**src/core/dmt_consts.vh**
```
`ifndef DMT_CONSTS_VH
`define DMT_CONSTS_VH

// register byte offsets, one 32-bit word each
`define DMT_OFS_CTRL0     8'h00
`define DMT_OFS_CNT0      8'h20
`define DMT_OFS_CAPTURE_RELOAD_REGISTER    8'h40
`define DMT_OFS_STATUS    8'h44
`define DMT_NUM_TIMERS    5

// timer indices
`define DMT_AUX_A         0
`define DMT_CORE_ONE      1
`define DMT_AUX_B         2
`define DMT_AUX_C         3
`define DMT_CORE_TWO      4

// control field positions
`define DMT_F_MODE_LO     0
`define DMT_F_MODE_HI     2
`define DMT_F_RUN         3
`define DMT_F_DOWN        4
`define DMT_F_EXT_DIR     5
`define DMT_F_PSC_LO      6
`define DMT_F_PSC_HI      8
`define DMT_F_EDGE_RISE   9
`define DMT_F_EDGE_FALL   10
`define DMT_F_LATCH_TRIG  11
`define DMT_F_LATCH_FALL  12
`define DMT_F_CAP_RELOAD  14
`define DMT_F_CLEAR_CAP   15
`define DMT_F_SRC_CNT     16
`define DMT_F_SRC_DIR     17
`define DMT_CTRL_BITS     18
`define DMT_CTRL_RESET    18'h00000

// modes
`define DMT_MODE_TIMER    3'h0
`define DMT_MODE_GATED    3'h1
`define DMT_MODE_COUNTER  3'h2
`define DMT_MODE_ENCODER  3'h3
`define DMT_MODE_LATCH    3'h4
`define DMT_MODE_RELOAD   3'h5
`define DMT_MODE_CAPTURE  3'h6

// fastest count periods in system clocks
`define DMT_BASE_ONE      10'h004
`define DMT_BASE_TWO      10'h002
`define DMT_PRE_BITS      10

// status flag positions
`define DMT_FLAG_CAPTURE  5

`endif

```
**src/core/dmt_timer_unit.v**
```verilog
// Design decisions made here: the Wishbone register port and the register addresses.
`timescale 1ns/1ps
`default_nettype none
`include "dmt_consts.vh"

module dmt_timer_unit
(
   input  wire        clk,
   input  wire        rst_n,
   input  wire        wb_cyc_i,
   input  wire        wb_stb_i,
   input  wire        wb_we_i,
   input  wire [7:0]  wb_adr_i,
   input  wire [3:0]  wb_sel_i,
   input  wire [31:0] wb_dat_i,
   output reg  [31:0] wb_dat_o,
   output reg         wb_ack_o,
   input  wire [4:0]  timer_gate_count_input,
   input  wire [3:0]  timer_direction_input,
   input  wire        capture_trigger_pin,
   output reg         core_one_latch_pin,
   output reg         core_two_latch_pin,
   output reg         core_two_wrap_pulse
);

   // pins: 0..4 gate/count, 5..8 direction (timers 0,1,2,4), 9 capture
   wire [9:0]  pin_raw = {capture_trigger_pin, timer_direction_input, timer_gate_count_input};
   reg  [9:0]  sync1;
   reg  [9:0]  sync2;
   reg  [9:0]  sync3;
   reg  [9:0]  pin_lvl;
   reg  [9:0]  pin_old;
   wire [9:0]  pin_rise = pin_lvl & ~pin_old;
   wire [9:0]  pin_fall = ~pin_lvl & pin_old;

   reg  [`DMT_CTRL_BITS-1:0] ctrl [0:4];
   reg  [15:0] cnt [0:4];
   reg  [15:0] capture_reload_register;
   reg  [5:0]  flags;
   reg  [9:0]  pre_one;
   reg  [9:0]  pre_two;
   reg         core_one_toggle_latch;
   reg         core_two_toggle_latch;
   reg         one_latch_old;
   reg         two_latch_old;
   reg  [4:0]  pend;
   reg  [4:0]  pend_up;

   wire [4:0]  step;
   wire [4:0]  dir_up;
   wire [4:0]  wrap;
   wire [4:0]  ext_ev;
   wire [4:0]  new_ev;
   wire [4:0]  new_up;
   wire [4:0]  reload_req;
   wire [4:0]  capture_req;
   wire [79:0] next_step;

   // stage one may be metastable, so only stage two reads it
   // a level is taken only when two stages agree, so glitches drop
   // synchroniser: a change counts once stages two and three agree
   genvar p;
   generate
      for (p = 0; p < 10; p = p + 1)
      begin : g_sync
         always @(posedge clk or negedge rst_n)
         begin
            if (!rst_n)
            begin
               sync1[p]   <= 1'b0;
               sync2[p]   <= 1'b0;
               sync3[p]   <= 1'b0;
               pin_lvl[p] <= 1'b0;
               pin_old[p] <= 1'b0;
            end
            else
            begin
               sync1[p] <= pin_raw[p];
               sync2[p] <= sync1[p];
               sync3[p] <= sync2[p];
               if (sync2[p] == sync3[p])
                  pin_lvl[p] <= sync3[p];
               pin_old[p] <= pin_lvl[p];
            end
         end
      end
   endgenerate

   // they clock latch-mode aux timers and trigger latch reloads
   // latch transitions, seen one cycle after the toggle
   wire one_rise = core_one_toggle_latch & ~one_latch_old;
   wire one_fall = ~core_one_toggle_latch & one_latch_old;
   wire two_rise = core_two_toggle_latch & ~two_latch_old;
   wire two_fall = ~core_two_toggle_latch & two_latch_old;

   // module two has no gated or encoder mode
   // pin events wait in pend until the next fastest tick
   // per-timer count decision
   genvar i;
   generate
      for (i = 0; i < 5; i = i + 1)
      begin : g_tmr
         localparam         MOD2 = (i >= 3);
         localparam integer DI   = (i == 4) ? 8 : 5 + i;
         wire [2:0] mode   = ctrl[i][`DMT_F_MODE_HI:`DMT_F_MODE_LO];
         wire       run    = ctrl[i][`DMT_F_RUN];
         wire [2:0] psc    = ctrl[i][`DMT_F_PSC_HI:`DMT_F_PSC_LO];
         wire       e_rise = ctrl[i][`DMT_F_EDGE_RISE];
         wire       e_fall = ctrl[i][`DMT_F_EDGE_FALL];
         wire [9:0] pre    = MOD2 ? pre_two : pre_one;
         wire [9:0] base   = MOD2 ? `DMT_BASE_TWO : `DMT_BASE_ONE;
         // each prescale step doubles the base period
         wire [9:0] mask   = (base << psc) - 10'h001;
         // prescaled tick and fastest permitted tick
         wire       ptick  = (pre & mask) == 10'h000;
         wire       ftick  = (pre & (base - 10'h001)) == 10'h000;
         // aux c has no direction pin
         wire       dpin   = (i == 3) ? 1'b0 : pin_lvl[DI];
         wire       dold   = (i == 3) ? 1'b0 : pin_old[DI];
         wire       a_ev   = pin_lvl[i] ^ pin_old[i];
         wire       b_ev   = (i == 3) ? 1'b0 : dpin ^ dold;
         wire       lr     = MOD2 ? two_rise : one_rise;
         wire       lf     = MOD2 ? two_fall : one_fall;
         // gate active high, low when falling edge bit set
         wire       gate   = pin_lvl[i] ^ e_fall;
         wire       sw_up  = ctrl[i][`DMT_F_EXT_DIR] ? ~dpin : ~ctrl[i][`DMT_F_DOWN];
         wire       enc    = (mode == `DMT_MODE_ENCODER) && !MOD2;

         assign ext_ev[i] = (pin_rise[i] & e_rise) | (pin_fall[i] & e_fall);
         // events queued and released at the fastest rate
         // latch mode counts chosen transitions of its own core latch
         assign new_ev[i] = run && (
                  (mode == `DMT_MODE_COUNTER && ext_ev[i]) ||
                  (enc && (a_ev || b_ev)) ||
                  (mode == `DMT_MODE_LATCH && i != 1 && i != 4 &&
                   ((lr && e_rise) || (lf && e_fall))));
         // every edge of both tracks counts, four per encoder line
         // quadrature: A edge up when A differs from B, B edge up when equal
         assign new_up[i] = enc ? (a_ev ? (pin_lvl[i] != dpin) : (pin_lvl[i] == dpin)) : sw_up;
         assign dir_up[i] = (pend[i] && ftick) ? pend_up[i] : sw_up;
         // capture and reload roles stop the timer
         // roles never step, so the stored value holds
         assign step[i] = run && ((mode == `DMT_MODE_TIMER && ptick) ||
                  (mode == `DMT_MODE_GATED && !MOD2 && ptick && gate) ||
                  (pend[i] && ftick));
         assign next_step[i*16 +: 16] = dir_up[i] ? cnt[i] + 16'h0001 : cnt[i] - 16'h0001;
         // wrap on the step that leaves the end value
         assign wrap[i] = step[i] && (dir_up[i] ? cnt[i] == 16'hffff : cnt[i] == 16'h0000);
         // aux roles for core one
         assign reload_req[i] = mode == `DMT_MODE_RELOAD && (ext_ev[i] ||
                  (ctrl[i][`DMT_F_LATCH_TRIG] && (ctrl[i][`DMT_F_LATCH_FALL] ? one_fall : one_rise)));
         assign capture_req[i] = mode == `DMT_MODE_CAPTURE && ext_ev[i];

         // pending event holder
         // a second event before release merges into the first
         // direction is kept with the event, not read at release
         always @(posedge clk or negedge rst_n)
         begin
            if (!rst_n)
            begin
               pend[i]    <= 1'b0;
               pend_up[i] <= 1'b0;
            end
            else if (new_ev[i])
            begin
               pend[i]    <= 1'b1;
               pend_up[i] <= new_up[i];
            end
            else if (ftick)
               pend[i] <= 1'b0;
         end
      end
   endgenerate

   // capture register trigger selection
   // both source bits clear selects the capture pin
   wire [1:0] cap_src = {ctrl[3][`DMT_F_SRC_DIR], ctrl[3][`DMT_F_SRC_CNT]};
   wire       cap_pin = (pin_rise[9] & ctrl[3][`DMT_F_EDGE_RISE]) | (pin_fall[9] & ctrl[3][`DMT_F_EDGE_FALL]);
   wire       cap_hit = (cap_src == 2'b00) ? cap_pin :
                        ((cap_src[0] & (pin_rise[1] | pin_fall[1])) |
                         (cap_src[1] & (pin_rise[6] | pin_fall[6])));

   // bus decode
   // every address is acked; misaligned or unmapped words read zero
   // writes land at the ack edge, read data is taken at the request
   wire        bus_req  = wb_cyc_i & wb_stb_i;
   wire        bus_wr   = bus_req & wb_we_i & wb_ack_o;
   wire [31:0] wmask    = {{8{wb_sel_i[3]}}, {8{wb_sel_i[2]}}, {8{wb_sel_i[1]}}, {8{wb_sel_i[0]}}};
   wire [2:0]  widx     = wb_adr_i[4:2];
   wire        hit_ctrl = (wb_adr_i[7:5] == 3'h0) && (widx < 3'h5) && (wb_adr_i[1:0] == 2'b00);
   wire        hit_cnt  = (wb_adr_i[7:5] == 3'h1) && (widx < 3'h5) && (wb_adr_i[1:0] == 2'b00);
   wire        hit_cap  = wb_adr_i == `DMT_OFS_CAPTURE_RELOAD_REGISTER;
   wire        hit_stat = wb_adr_i == `DMT_OFS_STATUS;

   reg [31:0] rd_word;
   reg [31:0] ctrl_wr;
   reg [31:0] cnt_wr;
   reg [31:0] cap_wr;

   // read mux and masked write values
   // bits above a field read zero and drop on write
   always @*
   begin
      rd_word = 32'h0000_0000;
      if (hit_ctrl)
         rd_word = {14'h0000, ctrl[widx]};
      else if (hit_cnt)
         rd_word = {16'h0000, cnt[widx]};
      else if (hit_cap)
         rd_word = {16'h0000, capture_reload_register};
      else if (hit_stat)
         rd_word = {26'h0000000, flags};
      ctrl_wr = ({14'h0000, ctrl[widx]} & ~wmask) | (wb_dat_i & wmask);
      cnt_wr  = ({16'h0000, cnt[widx]} & ~wmask) | (wb_dat_i & wmask);
      cap_wr  = ({16'h0000, capture_reload_register} & ~wmask) | (wb_dat_i & wmask);
   end

   // wishbone answer: ack one cycle after request, write at ack edge
   // ack falls for one cycle even if the request stays up
   always @(posedge clk or negedge rst_n)
   begin
      if (!rst_n)
      begin
         wb_ack_o <= 1'b0;
         wb_dat_o <= 32'h0000_0000;
      end
      else
      begin
         wb_ack_o <= bus_req & ~wb_ack_o;
         if (bus_req & ~wb_ack_o)
            wb_dat_o <= rd_word;
      end
   end

   // control registers and prescalers
   // prescalers run free, so the first tick phase is not fixed
   integer k;
   always @(posedge clk or negedge rst_n)
   begin
      if (!rst_n)
      begin
         for (k = 0; k < 5; k = k + 1)
            ctrl[k] <= `DMT_CTRL_RESET;
         pre_one <= 10'h000;
         pre_two <= 10'h000;
      end
      else
      begin
         pre_one <= pre_one + 10'h001;
         pre_two <= pre_two + 10'h001;
         if (bus_wr && hit_ctrl)
            ctrl[widx] <= ctrl_wr[`DMT_CTRL_BITS-1:0];
      end
   end

   // counters, roles and reloads; bus write wins over hardware
   // roles only move counts, control bits stay as written
   integer j;
   always @(posedge clk or negedge rst_n)
   begin
      if (!rst_n)
      begin
         for (j = 0; j < 5; j = j + 1)
            cnt[j] <= 16'h0000;
         capture_reload_register <= 16'h0000;
      end
      else
      begin
         // aux timers of module one: count or capture core one
         for (j = 0; j < 3; j = j + 2)
         begin
            if (bus_wr && hit_cnt && widx == j)
               cnt[j] <= cnt_wr[15:0];
            else if (capture_req[j])
               cnt[j] <= cnt[1];
            else if (step[j])
               cnt[j] <= next_step[j*16 +: 16];
         end
         // core one: aux a reload has priority over aux b
         if (bus_wr && hit_cnt && widx == 3'h1)
            cnt[1] <= cnt_wr[15:0];
         else if (reload_req[0])
            cnt[1] <= cnt[0];
         else if (reload_req[2])
            cnt[1] <= cnt[2];
         else if (step[1])
            cnt[1] <= next_step[31:16];
         // aux c with capture and optional clear
         // capture and clear share one edge, the old count is captured
         if (bus_wr && hit_cnt && widx == 3'h3)
            cnt[3] <= cnt_wr[15:0];
         else if (cap_hit && ctrl[3][`DMT_F_CLEAR_CAP])
            cnt[3] <= 16'h0000;
         else if (step[3])
            cnt[3] <= next_step[63:48];
         // core two, reload from capture register on wrap
         // a wrap with reload set loads instead of rolling over
         if (bus_wr && hit_cnt && widx == 3'h4)
            cnt[4] <= cnt_wr[15:0];
         else if (wrap[4] && ctrl[4][`DMT_F_CAP_RELOAD])
            cnt[4] <= capture_reload_register;
         else if (step[4])
            cnt[4] <= next_step[79:64];
         // capture register
         if (bus_wr && hit_cap)
            capture_reload_register <= cap_wr[15:0];
         else if (cap_hit)
            capture_reload_register <= cnt[3];
      end
   end

   // toggle latches, pins, wrap pulse and sticky flags
   // pins follow the latches one cycle late, like every output
   // the wrap pulse also clocks the external compare unit
   always @(posedge clk or negedge rst_n)
   begin
      if (!rst_n)
      begin
         core_one_toggle_latch <= 1'b0;
         core_two_toggle_latch <= 1'b0;
         one_latch_old         <= 1'b0;
         two_latch_old         <= 1'b0;
         core_one_latch_pin    <= 1'b0;
         core_two_latch_pin    <= 1'b0;
         core_two_wrap_pulse   <= 1'b0;
         flags                 <= 6'h00;
      end
      else
      begin
         if (wrap[1])
            core_one_toggle_latch <= ~core_one_toggle_latch;
         if (wrap[4])
            core_two_toggle_latch <= ~core_two_toggle_latch;
         one_latch_old       <= core_one_toggle_latch;
         two_latch_old       <= core_two_toggle_latch;
         core_one_latch_pin  <= core_one_toggle_latch;
         core_two_latch_pin  <= core_two_toggle_latch;
         core_two_wrap_pulse <= wrap[4];
         // flags: bit 5 capture, bits 4 to 0 wrap per timer
         // write one clears, a new event in the same cycle wins
         flags <= (flags & ~((bus_wr && hit_stat) ? wb_dat_i[5:0] : 6'h00)) |
                  {cap_hit, wrap};
      end
   end

endmodule
`default_nettype wire

```
**config.mk**
```make
export PLATFORM = sky130hd
export DESIGN_NAME = dmt_timer_unit
export DESIGN_NICKNAME = d
export VERILOG_FILES = /design/src/core/dmt_timer_unit.v
export VERILOG_INCLUDE_DIRS = /design/src /design/src/core
export SDC_FILE = /design/constraint.sdc
export NUM_CORES = 1
export LEC_CHECK = 0
export BUFFER_PORTS_ARGS = -buffer_cell sky130_fd_sc_hd__buf_2
export CAP_MARGIN = 0
export CELL_PAD_IN_SITES_DETAIL_PLACEMENT = 0
export CELL_PAD_IN_SITES_GLOBAL_PLACEMENT = 1
export CORE_UTILIZATION = 30
export CTS_BUF_LIST = sky130_fd_sc_hd__clkbuf_8
export CTS_CLUSTER_DIAMETER = 100
export DETAILED_ROUTE_END_ITERATION = 6
export PLACE_DENSITY_LB_ADDON = 0.08
export REMOVE_ABC_BUFFERS = 1
export SYNTH_ARGS = -nofsm -noshare
export SYNTH_HDL_FRONTEND = slang
export SYNTH_SLANG_ARGS = --single-unit
```
**constraint.sdc**
```tcl
create_clock -name clk -period 6.7 [get_ports clk]
set_clock_uncertainty 0.1 [all_clocks]
set_input_delay 0.335 -clock clk [delete_from_list [all_inputs] [get_ports clk]]
set_output_delay 0.335 -clock clk [all_outputs]
set_load 0.05 [all_outputs]
```
==> metrics.txt <==
status finished clean; CTS tree yes; I/O Buffers 65; Max-Cap Viols 0; Clock Pin Slew Worst Setup and Hold Paths around 0.07 ns; RR Startpoint g_tmr[0].pre[0]$_DFF_PN0_; Die Area between 60000 and 70000 um2; Via Count 15900; post-route ant nets 0; Area after DPL between 15000 and 20000 um2; critical path fanouts, max 18; endpoints failing setup 0; Cell Pwr Density 190 nW/um2; core area 60800 um2; Design Area, Final 21300 um2; distinct cell type count after synthesis 86; post-cts sizing count 0; Tmin final 4.28 ns; Root Driver clkbuf_8; DIE HEIGHT between 200 and 300 um; initial antenna violation count 2; Clk Latency, worst-skew pair around 0.69 ns; CP Class register to register; R2R setup slack between 2 and 2.5 ns; Cells after Synth ~1900; Final Hold Fails 0; asr flop ratio synth between 90% and 100%; met3 WL 4460 um; final cell count without fillers 2844; Reg2Reg Capture Point cnt[78]$_DFFE_PN0P_; FF+latch count, synth 292; CP Data Required Time between 7 and 8 ns; Post-Syn Area per Cell approximately 9.7 um2; fmax 233 MHz; Clock Path Buffers 3; Initial Utilization 30.6%; largest net degree at the start of global routing 136; Total GRT Usage 23.1%; Iteration-0 DRC Markers between 1000 and 1500; Nets roughly 2200; total gr overflow 0; Post-synth EDFFs 0; highest routing layer actually used met4; setup ws final 2.42 ns; worst slew pin tran 1.34 ns; RSZ-0062 raised after global routing false; Final Max Slew Viols 0; total CTS buffers 57; clk sinks 292; Vias/cell 5.61; Worst Setup End Kind register; Register-to-Register Path Depth 15; Worst EP arrival 4.68 ns; type of origin of the critical path register; ys flop type dfrtp_1; Placed Cells 2708; GPL Wtd Cong 0.889; final worst path period share 63.9%; setup bufs post-CTS 0; Leak 9.67 nW; antenna cell count 0; Placement Setup Slack 2.45 ns; vias in the first global route 15700; Ys Warns 0; width of the chip 251 um; layout cell share with drive strength beyond 1 16.8%; M1 WL about 34000 um; total negative slack 0 ns; sequential fraction of the synthesis area 39.3%; DRC violations left 0; I/O Pins 95; Slew HR 11.0%; first-pass GRT wire length 107000 um; DP HPWL roughly 52000 um; final WL 72500 um; Pre-Repair DR Iteration Count 5; CTS H-tree lvls 2; Met2 Wirelength 32200 um; Layout Area Growth over Synthesis 14.7%; Mapped Area 18600 um2; HP Class input port to async pin; DR WL/cell 25.5 um; num rows 90; VDD IR max just under 0.2 mV
==> cells by family (layout without fill, tap and decap cells) <==
logic type               Yosys count  count (layout)  synth area share (%)
flip-flops                       292             292                  39.3
AND/OR/NAND/NOR                  562             562                  14.5
adder cells (fa/ha/maj)           94              94                  6.39
multiplexers                     173             173                  12.3
other                              1              14                0.0202
XOR/XNOR                          87              87                  4.10
AO/OA/AOI/OAI                    555             555                  19.8
buffers and inverters            149             285                  3.56
==> metal layers <==
layer | track usage (%) | vias up
li1 | - | 7399
met1 | 32.6 | 7998
met2 | 35.4 | 442
met3 | 4.66 | 103
met4 | 6.90 | 0
met5 | 0 | -
==> repair_timing <==
item,in CTS,in global routing
endpoints found under the hold margin,138,0
hold buffers,34,0
setup endpoints to repair,0,0
==> area by class of cell <==
class	count	area (um2)
Timing Repair Buffer	133	943
Sequential cell	292	7310
Clock inverter	29	191
Multi-Input combinational cell	1485	10700
Inverter	50	188
Fill cell	6257	39500
Clock buffer	73	1000
Tap cell	782	978
==> flip-flops by register name, summed over array words and instances (netlist names), 6 cells and up, named ones only <==
register,count
g_tmr.pre,17
flags,6
sync3,10
sync1,10
pin_lvl,6
ctrl,88
wb_dat_o,18
sync2,10
cnt,80
pin_old,6
==> cells in the final DEF (no fill, tap or decap), types with 16 or more instances in the layout <==
master,synthesis,routed
inv_1,49,65
a22oi_1,31,31
clkbuf_8,0,73
dfrtp_1,292,292
o21ai_0,107,107
nor3_1,33,31
nor2b_1,16,16
mux4_2,34,34
nand4_1,33,33
mux2i_1,41,40
o22ai_1,25,25
o21ai_1,41,40
nand3_1,43,43
nand2_1,160,160
mux2_2,95,95
a21o_1,30,30
a211oi_1,32,32
or3_1,17,17
nor4_1,25,25
nor2_1,160,160
a21oi_1,97,97
o21a_1,16,16
a31oi_1,20,19
xnor2_1,49,49
buf_2,25,64
buf_4,15,33
xor2_1,38,38
ha_1,79,79
o211ai_1,40,40
a221oi_1,19,19
a22o_1,18,18
dlygate4sd3_1,0,34
==> synth_stat cells (8+ instances only) <==
master	count	area, um2
and3_1	13	81.3
a21o_1	30	225
o211ai_1	40	300
a21oi_1	97	485
a22o_1	18	158
nand2b_1	11	68.8
a211oi_1	32	240
nand3_1	43	215
a31oi_1	20	125
nand4_1	33	206
mux2i_1	41	410
o21a_1	16	120
xor2_1	38	333
xnor2_1	49	429
or3_1	17	106
dfrtp_1	292	7310
a221oi_1	19	166
o21bai_1	8	60.1
o21ai_1	41	205
mux2_2	95	1070
inv_1	49	184
nor2_1	160	601
o22ai_1	25	156
ha_1	79	988
nand2_1	160	601
clkbuf_1	50	188
a22oi_1	31	233
buf_2	25	125
o21ai_0	107	536
buf_4	15	113
nand3b_1	11	82.6
mux4_2	34	766
nor2b_1	16	100
nor3_1	33	165
maj3_1	10	100
nor4_1	25	156
==> worst max-delay path by stage <==
stage	startpoint	end	slack, ns	cells after the start
5_1_grt	g_tmr[0].pre[0]$_DFF_PN0_	cnt[78]$_DFFE_PN0P_	2.02	15
2_1_floorplan	g_tmr[0].pre[0]$_DFF_PN0_	cnt[78]$_DFFE_PN0P_	2.61	14
4_1_cts	g_tmr[0].pre[0]$_DFF_PN0_	cnt[78]$_DFFE_PN0P_	2.37	15
6_report	g_tmr[0].pre[0]$_DFF_PN0_	cnt[78]$_DFFE_PN0P_	2.42	15
3_5_place_dp	g_tmr[0].pre[0]$_DFF_PN0_	cnt[78]$_DFFE_PN0P_	2.45	15
3_3_place_gp	g_tmr[0].pre[0]$_DFF_PN0_	cnt[78]$_DFFE_PN0P_	2.42	15
==> metrics by stage <==
step | hold slack [ns] | total power, mW | utilization (%)
after global routing | 0.146 | 4.21 | 35.1
after floorplan | -0.0606 | 1.99 | -
final | 0.168 | 4.05 | 35.1
after CTS | 0.109 | 4.11 | 35.1
after detailed placement | 0.235 | 2.17 | 32.6
after global placement | 0.232 | 2.17 | 32.6
==> worst max-delay path, stage by stage, from the launching register on <==
cell and delay [ns]:
dfrtp_1 0.39, inv_1 0.12, ha_1 0.46, and2_1 0.26, a211oi_1 0.06, a21oi_1 0.13
buf_4 0.31, ha_1 0.34, a21oi_1 0.24, o211ai_1 0.16, o41ai_2 0.37, o21ai_1 0.15
or4_1 0.43, a31oi_1 0.24, xor2_1 0.19, o221ai_1 0.12
==> power by group <==
part	leakage, nW	internal (mW)	total, mW	switching, mW
Sequential	3.78	1.80	1.84	0.0427
Combinational	5.20	0.0968	0.311	0.214
Clock	0.684	1.03	1.90	0.870
Power figures use the tool's default switching activity.
